File: config.mk
export PLATFORM = sky130hd
export DESIGN_NAME = bcpr_pin_routing
export DESIGN_NICKNAME = d
export VERILOG_FILES = /design/src/shared/bcpr_pkg.sv /design/src/verilog/bcpr_pin_routing.sv
export SDC_FILE = /design/constraint.sdc
export NUM_CORES = 1
export LEC_CHECK = 0
export BUFFER_PORTS_ARGS = -buffer_cell sky130_fd_sc_hd__buf_2
export CAP_MARGIN = 15
export CORE_ASPECT_RATIO = 1.4
export CORE_MARGIN = 1.5
export CORE_UTILIZATION = 40
export DETAILED_ROUTE_END_ITERATION = 8
export GPL_TIMING_DRIVEN = 0
export HOLD_SLACK_MARGIN = 0.06
export PLACE_DENSITY = 0.8
export SLEW_MARGIN = 20
export SYNTH_ARGS = -nofsm -noshare
export SYNTH_HDL_FRONTEND = slang
export SYNTH_SLANG_ARGS = --single-unit
File: constraint.sdc
create_clock -name clk -period 4.1 [get_ports clk]
set_input_delay 0 -clock clk [delete_from_list [all_inputs] [get_ports clk]]
set_output_delay 0 -clock clk [all_outputs]
set_load 0.005 [all_outputs]
File: src/shared/bcpr_pkg.sv
// constants and types for the bridge configuration pin routing block
`default_nettype none

package bcpr_pkg;

   // routing register values
   localparam logic [7:0] ROUTE_DISK_CARD = 8'h10;
   localparam logic [7:0] ROUTE_FLASH     = 8'h00;

   // port and pin layout
   localparam int PORT_WIDTH     = 8;
   localparam int CARD_ADDR_BITS = 6;   // address enables 5..10
   localparam int SHARED_LSB     = 2;   // port bit of address enable 5
   localparam int TIMER_LSB      = 4;   // port bit of timer channel 4
   localparam int TIMER_CHANNELS = 4;
   localparam int SERIAL_TX_BIT  = 3;
   localparam int SERIAL_RX_BIT  = 2;
   localparam int TIMER_EN_LSB   = 2;   // address-enable index of bit 7..4 group
   localparam int SERIAL_EN_MSB  = 1;   // address-enable index of bit 3..2 group

   // reset and idle values
   localparam logic [7:0] PORT_RESET  = 8'h00;
   localparam logic [3:0] TIMER_RESET = 4'h0;
   localparam logic       SERIAL_IDLE = 1'b1;

   // which bridge configuration is in force
   typedef enum logic [1:0] {
      BCPR_CFG_DISK_CARD,
      BCPR_CFG_DISK_FLASH,
      BCPR_CFG_CARD_FLASH,
      BCPR_CFG_INVALID
   } bcpr_config_type;

   // owner of one port R pin
   typedef enum logic [1:0] {
      BCPR_OWN_GPIO,
      BCPR_OWN_TIMER,
      BCPR_OWN_SERIAL,
      BCPR_OWN_CARD
   } bcpr_owner_type;

   // module enables, requested or granted
   typedef struct packed {
      logic disk;
      logic card;
      logic smart;
      logic secure;
      logic stick;
      logic counter;
      logic serial;
   } bcpr_enable_type;

   localparam bcpr_enable_type ENABLE_RESET = '0;

endpackage

`default_nettype wire

File: src/verilog/bcpr_pin_routing.sv
// port R pin routing and module enable gating for the bridge configurations
`default_nettype none

module bcpr_pin_routing (
   input  wire logic                     clk,
   input  wire logic                     sys_rst,
   input  wire logic [7:0]               moduleRoute,      // module_routing_register value
   input  wire bcpr_pkg::bcpr_enable_type requestEnable,   // software module enables
   input  wire logic [5:0]               cardAddrEnable,   // address enables 5..10
   input  wire logic [5:0]               cardAddrOut,      // card address 5..10
   input  wire logic [3:0]               timerOut,         // timer channels 4..7
   input  wire logic [3:0]               timerOe,
   input  wire logic                     serialTx,
   input  wire logic [7:0]               gpioOut,
   input  wire logic [7:0]               gpioOe,
   input  wire logic [7:0]               portRIn,
   output logic [7:0]                    portROut,
   output logic [7:0]                    portROe,
   output logic [7:0]                    gpioIn,
   output logic [3:0]                    timerIn,
   output logic                          serialRx,
   output bcpr_pkg::bcpr_config_type     activeConfig,
   output bcpr_pkg::bcpr_enable_type     grantEnable,
   output logic                          configError
);

   // configuration from routing value and requested enables
   function automatic bcpr_pkg::bcpr_config_type decodeConfig(
      input logic [7:0] route,
      input bcpr_pkg::bcpr_enable_type req);
      bcpr_pkg::bcpr_config_type cfg;
      cfg = bcpr_pkg::BCPR_CFG_INVALID;
      if (route == bcpr_pkg::ROUTE_DISK_CARD) begin
         cfg = bcpr_pkg::BCPR_CFG_DISK_CARD;
      end else if (route == bcpr_pkg::ROUTE_FLASH && !req.card) begin
         cfg = bcpr_pkg::BCPR_CFG_DISK_FLASH;
      end else if (route == bcpr_pkg::ROUTE_FLASH && !req.disk) begin
         cfg = bcpr_pkg::BCPR_CFG_CARD_FLASH;
      end
      return cfg;
   endfunction

   // owner of one shared port bit (2..7)
   function automatic bcpr_pkg::bcpr_owner_type pinOwner(
      input int bitIdx,
      input logic cardCfg,
      input bcpr_pkg::bcpr_enable_type grant,
      input logic [5:0] cae);
      bcpr_pkg::bcpr_owner_type own;
      int k;
      own = bcpr_pkg::BCPR_OWN_GPIO;
      k = bitIdx - bcpr_pkg::SHARED_LSB;
      if (cardCfg && grant.card && cae[k]) begin
         own = bcpr_pkg::BCPR_OWN_CARD;
      end else if (bitIdx >= bcpr_pkg::TIMER_LSB && cardCfg && grant.counter
                   && cae[5:bcpr_pkg::TIMER_EN_LSB] == 4'h0) begin
         own = bcpr_pkg::BCPR_OWN_TIMER;
      end else if (bitIdx < bcpr_pkg::TIMER_LSB && cardCfg && grant.serial
                   && cae[bcpr_pkg::SERIAL_EN_MSB:0] == 2'h0) begin
         own = bcpr_pkg::BCPR_OWN_SERIAL;
      end
      return own;
   endfunction

   bcpr_pkg::bcpr_config_type next_activeConfig;
   bcpr_pkg::bcpr_enable_type next_grantEnable;
   logic                      next_configError;
   logic [7:0]                next_portROut;
   logic [7:0]                next_portROe;
   logic [7:0]                next_gpioIn;
   logic [3:0]                next_timerIn;
   logic                      next_serialRx;
   logic                      cardCfg;
   bcpr_pkg::bcpr_owner_type  owner [bcpr_pkg::PORT_WIDTH];

   // configuration decode and enable gating
   always_comb begin
      next_activeConfig = decodeConfig(moduleRoute, requestEnable);
      next_grantEnable = bcpr_pkg::ENABLE_RESET;
      next_grantEnable.counter = requestEnable.counter;
      next_grantEnable.serial = requestEnable.serial;
      case (next_activeConfig)
         bcpr_pkg::BCPR_CFG_DISK_CARD: begin
            next_grantEnable.disk = requestEnable.disk;
            next_grantEnable.card = requestEnable.card;
         end
         bcpr_pkg::BCPR_CFG_DISK_FLASH: begin
            next_grantEnable.disk = requestEnable.disk;
            next_grantEnable.smart = requestEnable.smart;
            next_grantEnable.secure = requestEnable.secure;
            next_grantEnable.stick = requestEnable.stick;
         end
         bcpr_pkg::BCPR_CFG_CARD_FLASH: begin
            next_grantEnable.card = requestEnable.card;
            next_grantEnable.smart = requestEnable.smart;
            next_grantEnable.secure = requestEnable.secure;
            next_grantEnable.stick = requestEnable.stick;
         end
         default: begin
            next_grantEnable.disk = 1'b0;   // invalid: only counter and serial pass
         end
      endcase
      // any request the configuration refuses is flagged
      next_configError = (next_activeConfig == bcpr_pkg::BCPR_CFG_INVALID)
                         || (requestEnable != next_grantEnable);
   end

   // per-pin owner and pin drive
   always_comb begin
      cardCfg = (next_activeConfig == bcpr_pkg::BCPR_CFG_DISK_CARD)
                || (next_activeConfig == bcpr_pkg::BCPR_CFG_CARD_FLASH);
      next_portROut = gpioOut;
      next_portROe = gpioOe;
      next_gpioIn = portRIn;
      next_timerIn = bcpr_pkg::TIMER_RESET;
      next_serialRx = bcpr_pkg::SERIAL_IDLE;
      for (int b = 0; b < bcpr_pkg::PORT_WIDTH; b++) begin
         owner[b] = bcpr_pkg::BCPR_OWN_GPIO;
      end
      for (int b = bcpr_pkg::SHARED_LSB; b < bcpr_pkg::PORT_WIDTH; b++) begin
         owner[b] = pinOwner(b, cardCfg, next_grantEnable, cardAddrEnable);
         case (owner[b])
            bcpr_pkg::BCPR_OWN_CARD: begin
               next_portROut[b] = cardAddrOut[b - bcpr_pkg::SHARED_LSB];
               next_portROe[b] = 1'b1;
            end
            bcpr_pkg::BCPR_OWN_TIMER: begin
               next_portROut[b] = timerOut[2'(b - bcpr_pkg::TIMER_LSB)];
               next_portROe[b] = timerOe[2'(b - bcpr_pkg::TIMER_LSB)];
               next_timerIn[2'(b - bcpr_pkg::TIMER_LSB)] = portRIn[b];
            end
            bcpr_pkg::BCPR_OWN_SERIAL: begin
               if (b == bcpr_pkg::SERIAL_TX_BIT) begin
                  next_portROut[b] = serialTx;
                  next_portROe[b] = 1'b1;
               end else begin
                  next_portROut[b] = 1'b0;
                  next_portROe[b] = 1'b0;
                  next_serialRx = portRIn[b];
               end
            end
            default: begin
               next_portROut[b] = gpioOut[b];
               next_portROe[b] = gpioOe[b];
            end
         endcase
      end
   end

   // registered outputs
   always_ff @(posedge clk) begin
      if (sys_rst) begin
         activeConfig <= bcpr_pkg::BCPR_CFG_DISK_FLASH;
         grantEnable <= bcpr_pkg::ENABLE_RESET;
         configError <= 1'b0;
         portROut <= bcpr_pkg::PORT_RESET;
         portROe <= bcpr_pkg::PORT_RESET;
         gpioIn <= bcpr_pkg::PORT_RESET;
         timerIn <= bcpr_pkg::TIMER_RESET;
         serialRx <= bcpr_pkg::SERIAL_IDLE;
      end else begin
         activeConfig <= next_activeConfig;
         grantEnable <= next_grantEnable;
         configError <= next_configError;
         portROut <= next_portROut;
         portROe <= next_portROe;
         gpioIn <= next_gpioIn;
         timerIn <= next_timerIn;
         serialRx <= next_serialRx;
      end
   end

   // checks on the routing outcome
   a_route_card_cfg: assert property (@(posedge clk) disable iff (sys_rst)
      !sys_rst && moduleRoute == bcpr_pkg::ROUTE_DISK_CARD |=>
      activeConfig == bcpr_pkg::BCPR_CFG_DISK_CARD
      && !grantEnable.smart && !grantEnable.secure && !grantEnable.stick)
      else $error("disk-card config let a flash controller through");

   a_flash_no_card: assert property (@(posedge clk) disable iff (sys_rst)
      activeConfig == bcpr_pkg::BCPR_CFG_DISK_FLASH |-> !grantEnable.card)
      else $error("card controller granted in disk-flash config");

   a_flash_no_disk: assert property (@(posedge clk) disable iff (sys_rst)
      (!sys_rst && moduleRoute == bcpr_pkg::ROUTE_FLASH
       && requestEnable.card && !requestEnable.disk)
      |=> activeConfig == bcpr_pkg::BCPR_CFG_CARD_FLASH && !grantEnable.disk
      && grantEnable.card)
      else $error("card-flash config not taken");

   a_bad_route_err: assert property (@(posedge clk) disable iff (sys_rst)
      (!sys_rst && moduleRoute != bcpr_pkg::ROUTE_DISK_CARD
       && moduleRoute != bcpr_pkg::ROUTE_FLASH)
      |=> configError && activeConfig == bcpr_pkg::BCPR_CFG_INVALID)
      else $error("unknown routing value not flagged");

   a_timer_pins: assert property (@(posedge clk) disable iff (sys_rst)
      (!sys_rst && moduleRoute == bcpr_pkg::ROUTE_DISK_CARD && requestEnable.counter
       && cardAddrEnable[5:2] == 4'h0) |=>
      portROut[7:4] == $past(timerOut) && portROe[7:4] == $past(timerOe)
      && timerIn == $past(portRIn[7:4]))
      else $error("timer channels not on port R upper bits");

   a_serial_pins: assert property (@(posedge clk) disable iff (sys_rst)
      (!sys_rst && moduleRoute == bcpr_pkg::ROUTE_DISK_CARD && requestEnable.serial
       && cardAddrEnable[1:0] == 2'h0) |=>
      portROut[3] == $past(serialTx) && portROe[3:2] == 2'b10
      && serialRx == $past(portRIn[2]))
      else $error("serial pins not on port R bits 3 and 2");

   a_card_owns_pin: assert property (@(posedge clk) disable iff (sys_rst)
      (!sys_rst && moduleRoute == bcpr_pkg::ROUTE_DISK_CARD && requestEnable.card
       && cardAddrEnable[5]) |=>
      portROut[7] == $past(cardAddrOut[5]) && portROe[7] && timerIn == 4'h0)
      else $error("set address enable did not give pin to card");

   a_gpio_fallback: assert property (@(posedge clk) disable iff (sys_rst)
      (!sys_rst && !requestEnable.card && !requestEnable.counter && !requestEnable.serial) |=>
      portROut == $past(gpioOut) && portROe == $past(gpioOe) && serialRx)
      else $error("idle modules did not release pins to gpio");

endmodule

`default_nettype wire

# ---- Yosys cells after proc, flatten, opt, wreduce, memory -nomap -nowiden
# Cells that the tools add are included.
# W data, S select, Z words.
dict set report word_totals {
  inputBits 62
  reg_bits 39
}
dict set report op_classes {
  n_eq_ne 23
  n_bitwise 2
  mux 31
  n_reduce_logical 27
}
# cell count
set op_table {}
lappend op_table {{$pmux W1 S3} 11}
lappend op_table {{$eq A2 B2 Y1 const B} 14}
lappend op_table {{$mux W2} 9}
lappend op_table {{$eq A2 B1 Y1 const B} 7}
lappend op_table {{$logic_and A1 B1 Y1} 13}
lappend op_table {{$reduce_or A2 Y1} 6}
lappend op_table {{$mux W1} 9}
lappend op_table {{$eq A8 B5 Y1 const B} 1}
lappend op_table {{$logic_not A8 Y1} 1}
lappend op_table {{$ne A5 B5 Y1} 1}
lappend op_table {{$logic_not A2 Y1} 2}
lappend op_table {{$logic_not A4 Y1} 1}
lappend op_table {{$mux W3} 1}
lappend op_table {{$logic_not A1 Y1} 2}
lappend op_table {{$logic_or A1 B1 Y1} 2}
lappend op_table {{$not A1 Y1} 2}
lappend op_table {{$pmux W1 S2} 1}

# ---- Depth between registers and ports, before layout
# Gate-level depths: netlist of the first run.
dict set report depth {
  ltp_word 17
  ltp_mapped 6
  depth_no_buf 6
}

# ---- Least setup slack after synthesis of the first run
# No wires, ideal clock.
dict set report synth_timing {
  path_type {input -> register}
  startpoint {input moduleRoute[3]}
  endpoint {register configError}
  n_path_buf 0
  path_slack_ns 2.721
  t_arrival_ns 1.247
  setup_time_ns 0.132
  cell_stages 6
  path_cell_list {nor4_4 o211ai_4 ha_1 nor2_1 a211oi_1 a21oi_1}
}
dict set report synth_between {
  elab_chain_len 10
  elab_cells_between_ends 19
  cone_classes {5 x eq/ne; 6 x mux; 8 x reduce/logical}
}
# element line_no
set synth_lines {}
lappend synth_lines {{from (decl)} bcpr_pin_routing.sv:7} ;# input wire logic [7:0] moduleRoute,
lappend synth_lines {{$logic_not A8 Y1} {bcpr_pin_routing.sv:35, bcpr_pin_routing.sv:37}}
lappend synth_lines {{$logic_and A1 B1 Y1} bcpr_pin_routing.sv:37} ;# end else if (route == bcpr_pkg::ROUTE_FLASH && !req.disk) begin
lappend synth_lines {{$mux W1} bcpr_pin_routing.sv:37}
lappend synth_lines {{$mux W2} bcpr_pin_routing.sv:35} ;# end else if (route == bcpr_pkg::ROUTE_FLASH && !req.card) begin
lappend synth_lines {{$mux W2 (*)} bcpr_pin_routing.sv:33} ;# if (route == bcpr_pkg::ROUTE_DISK_CARD) begin
lappend synth_lines {{net next_activeConfig[0]} bcpr_pin_routing.sv:65} ;# bcpr_pkg::bcpr_config_type next_activeConfig;
lappend synth_lines {{$eq A2 B2 Y1, or another cell as far along} bcpr_pin_routing.sv:82} ;# case (next_activeConfig)
lappend synth_lines {{$reduce_or A2 Y1 (no source line)} --}
lappend synth_lines {{$mux W3 / $mux W1 (equally long branches)} bcpr_pin_routing.sv:82}
lappend synth_lines {{$ne A5 B5 Y1} bcpr_pin_routing.sv:105} ;# || (requestEnable != next_grantEnable);
lappend synth_lines {{$logic_or A1 B1 Y1 (*)} bcpr_pin_routing.sv:105}
lappend synth_lines {{to (signal assigned)} bcpr_pin_routing.sv:164} ;# configError <= next_configError;
lappend synth_lines {{to (decl)} bcpr_pin_routing.sv:24} ;# output logic configError
# The timed path passes the listed nets; every way through them passes the cells marked *.
# A chain may end at the register's enable or synchronous reset.

# ---- Worst setup path in the final report of the first run
dict set report layout_timing {
  startpoint {input moduleRoute[6]}
  endpoint {register portROut[7]}
}
dict set report layout_between {
  elab_chain_len 13
  elab_cells_between_ends 22
  cone_classes {5 x eq/ne; 7 x mux; 10 x reduce/logical}
}
# element line_no
set layout_lines {}
lappend layout_lines {{$logic_not A8 Y1} {bcpr_pin_routing.sv:35, bcpr_pin_routing.sv:37}}
lappend layout_lines {{$logic_and A1 B1 Y1} bcpr_pin_routing.sv:37}
lappend layout_lines {{$mux W1} bcpr_pin_routing.sv:37}
lappend layout_lines {{$mux W2} bcpr_pin_routing.sv:35}
lappend layout_lines {{$mux W2 (*)} bcpr_pin_routing.sv:33}
lappend layout_lines {{$eq A2 B2 Y1 / $logic_not A2 Y1 (equally long branches)} {bcpr_pin_routing.sv:82, bcpr_pin_routing.sv:111, bcpr_pin_routing.sv:110}}
lappend layout_lines {{$reduce_or A2 Y1 (no source line) / $logic_or A1 B1 Y1 (equally long branches)} --}
lappend layout_lines {{$mux W1 / $logic_and A1 B1 Y1 (equally long branches)} {bcpr_pin_routing.sv:82, bcpr_pin_routing.sv:55}}
lappend layout_lines {{$logic_and A1 B1 Y1 (on tied branches)} {bcpr_pin_routing.sv:53, bcpr_pin_routing.sv:56}}
lappend layout_lines {{$logic_and A1 B1 Y1 / $mux W1 (equally long branches)} {bcpr_pin_routing.sv:53, bcpr_pin_routing.sv:55}}
lappend layout_lines {{$mux W2 (*)} bcpr_pin_routing.sv:53} ;# if (cardCfg && grant.card && cae[k]) begin
lappend layout_lines {{$eq A2 B2 Y1 / $eq A2 B1 Y1 (equally long branches)} bcpr_pin_routing.sv:122} ;# case (owner[b])
lappend layout_lines {{$pmux W1 S3 (*)} bcpr_pin_routing.sv:122}
lappend layout_lines {{to (signal assigned)} bcpr_pin_routing.sv:156} ;# portROut <= bcpr_pkg::PORT_RESET;
lappend layout_lines {{to (signal assigned)} bcpr_pin_routing.sv:165} ;# portROut <= next_portROut;
lappend layout_lines {{to (decl)} bcpr_pin_routing.sv:17} ;# output logic [7:0] portROut,
# Mark *: on every way between the ends. The rest lies on a longest branch, timed or not.

==> metrics, run 1 <==
Via density 4.73; H-tree levels 2; DP Worst Slack 2.44 ns; CTS Sinks 37; Ys Warns 0; Fin. Hold Viols 0; # diodes 0; Root Driver clkbuf_8; Starting Density 43.0%; Detail Route Antenna Nets 0; Main synth FF type dfxtp_1; CORE AREA 3180 um^2; total CTS buffers 5; DRT Wirelength 4.35 mm; Max Cap Violations 0; Max Clk Rate 391 MHz; final slew viol count 0; largest net degree at the start of global routing 12; Slew headroom 63.9%; fin crit share just over 60%; Die X 52.4 um; worst slew pin tran 0.539 ns; Synth Register Bits 37; final net count 338; CP Capture Type flip-flop; type of the worst min-delay path in2reg; clock slew at reported path FFs ~0.080 ns; Setup CP Type in2reg; height of the die 72.2 um; Data required, critical path about 4.3 ns; design area 2350 um^2; initial antenna violation count 0; Final TNS setup 0 ns; clock buffer depth 2; hold slack around 0.053 ns; first-pass GRT wire length 6.98 mm; Hold Path Sink activeConfig[1]; run status finished clean; # port buffers 94; Pleak 1.16 nW; CP peak stage delay 0.56 ns; setup bufs post-CTS 0; # IOs 101; most frequent cells in the layout buf_2, dlygate4sd3_1, dfxtp_1; residual DRC count 0; GPL Wtd Cong 0.791; CP max stage cell dlygate4sd3_1; startpoint types input port; HP Start moduleRoute[7]; worst-path fanout max 10; RSZ-0062 raised after global routing false; ys async rst share 0%; family with the most delay on the worst path buffers and inverters; drt first pass iters 4; die area roughly 3800 um^2; Setup Viol. Count Final 0; post-synthesis sequential area ratio 54.2%; Area Growth Syn to Fin 72.1%; min cycle time layout 2.55 ns; vias between 1k and 1.5k; post-synthesis cell count 135; row count 24; maximum VDD drop 240 uV; CP Cell Sequence dlygate4sd3_1, buf_2, nor4_4, and4_1, buf_4, nand3_1, dlygate4sd3_1, a21oi_1, dlygate4sd3_1; synthesized area per cell ~10 um^2; Yosys cell types 35; final worst slack about 1.5 ns; CTS tree done; Crit path depth 9; DP Area between 1500 and 2000 um^2; most common cell after layout, fill and taps aside buf_2; CP dominant cell by count dlygate4sd3_1; number of synthesized flops with an enable pin 0; PwrDens 311 nW/um^2; WP buf/inv 5; hold-critical path depth 3; 1st-iter DRT viols 47; hpwl dp roughly 2.7 mm; number of global-route vias before repair 1,534; critical path data arrival time 2.79 ns; drt wl/cell 13.8 um; GRT Overall Usage 25.1%; layout cell share with drive strength beyond 1 39.5%; Mapped Area roughly 1400 um^2; global route total overflow 0
-- power by group --
group / internal (mW) / leakage, nW / switching, mW
combinational: 0.0644 / 0.804 / 0.0439
clock: 0.118 / 0.0450 / 0.128
sequential: 0.374 / 0.306 / 0.00364
total: 0.556 / 1.16 / 0.176
-- timing repair --
item,CTS,global route
hold buffers,38,0
resized for setup,0,0
hold endpoints to repair,31,0
-- how the worst max path moves through the flow --
stage / startpoint / slack, ns / endpoint
6_report: moduleRoute[6] / 1.55 / portROut[7]
5_1_grt: moduleRoute[6] / 1.37 / portROut[2]
4_1_cts: moduleRoute[6] / 1.57 / portROut[7]
3_5_place_dp: moduleRoute[3] / 2.44 / configError
3_3_place_gp: moduleRoute[3] / 2.43 / configError
2_1_floorplan: moduleRoute[3] / 2.72 / configError
-- kinds of logic (layout without fill, tap and decap cells) --
kind of cell	after synthesis	after routing	synth area share, %
flops	37	37	54.2
compound gates	25	25	13.8
fa+ha+maj	1	1	0.915
other cells	1	2	0.274
simple gates	54	54	25.3
buf+inv	17	157	5.49
-- cell type report --
type,count,area [um^2]
plain buffers,6,33.8
clock buffers,6,72.6
clock inverters,2,10.0
fillers,253,830
inverters,11,41.3
multi-input cells,82,556
flip-flops and latches,37,741
well taps,39,48.8
repair buffers,132,851
-- layer usage --
metal  track usage, %  part of all wire, %  wire length (um)
met4             12.8                  2.5               108
met3             7.41                  7.1               307
met5                0                    0                 0
met2             44.0                   53              2320
met1             26.5                   37              1610
-- synthesized netlist by cell type, types with 2 or more instances --
library cell  number  share of area (%)
and2_1             4                1.8
a21oi_1            8                2.9
o221a_1            2                1.6
clkbuf_1           3               0.82
o31a_1             2                1.3
a31oi_1            2               0.91
nand2b_1           2               0.91
nand3_1            4                1.5
inv_1             11                3.0
nand2_1            2               0.55
buf_4              3                1.6
nor3_1             5                1.8
dfxtp_1           37                 54
nand4_1            2               0.91
nor2_1             6                1.6
nor3b_1            2                1.1
and3_1             2               0.91
o21ai_0            2               0.73
a211oi_1           3                1.6
nor2b_1           18                8.2
-- metrics by stage --
step           utilization [%]  power [mW]  std cells
2_1_floorplan                -       0.415        136
3_3_place_gp              59.4       0.464        269
3_5_place_dp              59.4       0.466        269
4_1_cts                   73.9       0.732        315
5_1_grt                   73.9       0.765        315
6_report                  73.9       0.732        315
-- registers in the layout, summed over array words and instances (netlist names) --
register      count
gpioIn            8
portROe           8
portROut          8
grantEnable       7
activeConfig      2
timerIn           2
configError       1
serialRx          1
(Power assumes the default switching activity.)
==> inputs of run 2 (changes only) <==
Settings changed: CORE_UTILIZATION 40 to 39, PLACE_DENSITY 0.8 to 0.78.
Clock period 4.1 ns to 2.6 ns, I/O delays scaled along.
==> run 2 against run 1 <==
  * Critical path depth stayed put
  * First-iteration DRC count is 40% lower
  * Non-clock buffer count is 4 higher
  * Via count is 3.1% higher
  * Global-route usage is 2.0 points lower
  * Critical endpoint is now portROut[2]
  * Largest power group unchanged
  * Highest routed layer unchanged
==> metrics, run 2 (synthesis gave the netlist of run 1 again) <==
CP Cell Sequence dlygate4sd3_1, buf_2, nor4_4, and4_1, buf_6, nand3_1, dlygate4sd3_1, a21oi_1, dlygate4sd3_1 (was dlygate4sd3_1, buf_2, nor4_4, and4_1, buf_4, nand3_1, dlygate4sd3_1, a21oi_1, dlygate4sd3_1); Area Growth Syn to Fin 78.8% (was 72.1%); type of the worst min-delay path in2reg (unchanged); drt first pass iters 4 (unchanged); fin crit share 94.7%; H-tree levels 2 (unchanged); GPL Wtd Cong 0.856 (was 0.791); residual DRC count 0 (unchanged); global route total overflow 0 (unchanged); final slew viol count 0 (unchanged); worst-path fanout max 10 (unchanged); fin cells 320 (was 315); vias 1,535 (was 1,489); power share of the clock group 42.8% (was 33.6%); run status finished clean (unchanged); # diodes 0 (unchanged); height of the die 73.1 um (was 72.2 um); sequential share of power 44.3% (was 51.6%); DRT Wirelength 4.28 mm (was 4.35 mm); Setup CP Type in2reg (unchanged); RSZ-0062 raised after global routing false (unchanged); worst slew pin tran 0.530 ns (was 0.539 ns); cell internal pwr 1.08 mW (was 0.556 mW); HP Start cardAddrOut[3] (was moduleRoute[7]); most frequent cells in the layout buf_2, dlygate4sd3_1, dfxtp_1 (unchanged); drt wl/cell 13.4 um (was 13.8 um); CTS tree done (unchanged); largest net degree at the start of global routing 13 (was 12); CP max stage cell dlygate4sd3_1 (unchanged); Final TNS setup 0 ns (unchanged); number of fill cells 257 (was 253); critical path data arrival time 2.69 ns (was 2.79 ns); Slew headroom 64.5% (was 63.9%); initial antenna violation count 0 (unchanged); maximum VDD drop 383 uV (was 240 uV); Die X 53.0 um (was 52.4 um); PwrDens 551 nW/um^2 (was 311 nW/um^2); CP dominant cell by count dlygate4sd3_1 (unchanged); combinational power share 12.9% (was 14.8%); Pleak 1.20 nW (was 1.16 nW); start point of the critical path moduleRoute[6] (unchanged); CORE AREA 3380 um^2 (was 3180 um^2); clock buffer depth 2 (unchanged); die area 3880 um^2 (was 3780 um^2); Fin. Hold Viols 0 (unchanged); min cycle time layout ~2.5 ns; # port buffers 94 (unchanged); Setup Viol. Count Final 0 (unchanged); Data required, critical path 2.83 ns (was 4.34 ns); row count 25 (was 24); final net count 342 (was 338); met1 Usage GRT 21.2% (was 26.5%); largest registers gpioIn x8, portROe x8, portROut x8 (unchanged); Hold Path Sink portROut[5] (was activeConfig[1]); Starting Density 40.5% (was 43.0%); # IOs 101 (unchanged); 1st-iter DRT viols 28 (was 47); placed insts 270 (was 269); clock slew at reported path FFs 0.07 ns (was 0.08 ns); GRT Overall Usage 23.2% (was 25.1%); startpoint types input port (unchanged); Root Driver clkbuf_8 (unchanged); Detail Route Antenna Nets 0 (unchanged); met2 GRT Util 44.3% (was 44.0%); most common cell after layout, fill and taps aside buf_2 (unchanged); Crit path depth 9 (unchanged); family with the most delay on the worst path buffers and inverters (unchanged); hold-critical path depth 3 (unchanged); WP buf/inv 5 (unchanged); total CTS buffers 5 (unchanged); Sw Pwr 0.271 mW (was 0.176 mW); Max Cap Violations 0 (unchanged); layout cell share with drive strength beyond 1 40.0% (was 39.5%); GRT Max-Usage Layer met2 (unchanged); CTS Sinks 37 (unchanged); Via density 4.80 (was 4.73); number of global-route vias before repair 1,552 (was 1,534); CP peak stage delay 0.56 ns (about the same); first-pass GRT wire length 6.54 mm (was 6.98 mm); Max Clk Rate 406 MHz; CP Capture Type flip-flop (unchanged); switch share 20.1% (was 24.0%); grt met3 use 5.12% (was 7.41%)
## run 2: worst max path at each step
stage	end	slack [ns]
final	portROut[2]	0.14
after global routing	portROut[2]	0.002
after CTS	portROut[2]	0.08
after detailed placement	configError	0.91
after global placement	configError	0.91
after floorplan	configError	1.22
## run 2: per-layer routing
layer  part of all wire, %  vias up
met5                     0        -
met4                   3.3        0
met3                   5.7       15
met2                    55       71
met1                    36      704
li1                      -      745
## run 2: area by class of cell
| type | instances | area [um^2] | area share, % |
|---|---|---|---|
| inverters | 11 | 41.3 | 1.69 |
| repair buffers | 136 | 886 | 36.2 |
| well taps | 40 | 50.0 | 2.05 |
| multi-input cells | 82 | 556 | 22.7 |
| flip-flops and latches | 37 | 741 | 30.3 |
| clock inverters | 3 | 65.1 | 2.66 |
| clock buffers | 5 | 68.8 | 2.81 |
| plain buffers | 6 | 37.5 | 1.54 |
## run 2: metrics by stage
| stage | setup WS, ns | hold WS, ns | area [um^2] | utilization [%] | total power [mW] |
|---|---|---|---|---|---|
| after global routing | 0.00160 | 0.0724 | 2440 | 72.4 | 1.40 |
| after global placement | 0.914 | 0.207 | 1890 | 56.0 | 0.731 |
| after floorplan | 1.22 | 0.104 | 1370 | - | 0.654 |
| after detailed placement | 0.911 | 0.209 | 1890 | 56.0 | 0.733 |
| final | 0.137 | 0.0633 | 2440 | 72.4 | 1.35 |
| after CTS | 0.0815 | 0.0642 | 2430 | 71.8 | 1.35 |
## run 2: tightest hold or removal path, delay by kind of cell
family                 cells  cell delay [ns]
and+or+nand+nor            1             0.14
AOI/OAI and AO/OA          1             0.11
buffers and inverters      1             0.07
## run 2: timing repair
item,in CTS,in global routing
buffers inserted,0,2
endpoints found under the setup margin,0,1
gates resized for setup,0,1
endpoints found under the hold margin,33,0
hold buffers,40,0
## run 2: power groups by stage
stage,Combinational (mW),Clock (mW),Sequential (mW)
after floorplan,0.0417,0,0.612
after global placement,0.124,0,0.607
after detailed placement,0.126,0,0.608
after CTS,0.169,0.586,0.595
after global routing,0.190,0.610,0.598
final,0.174,0.577,0.596
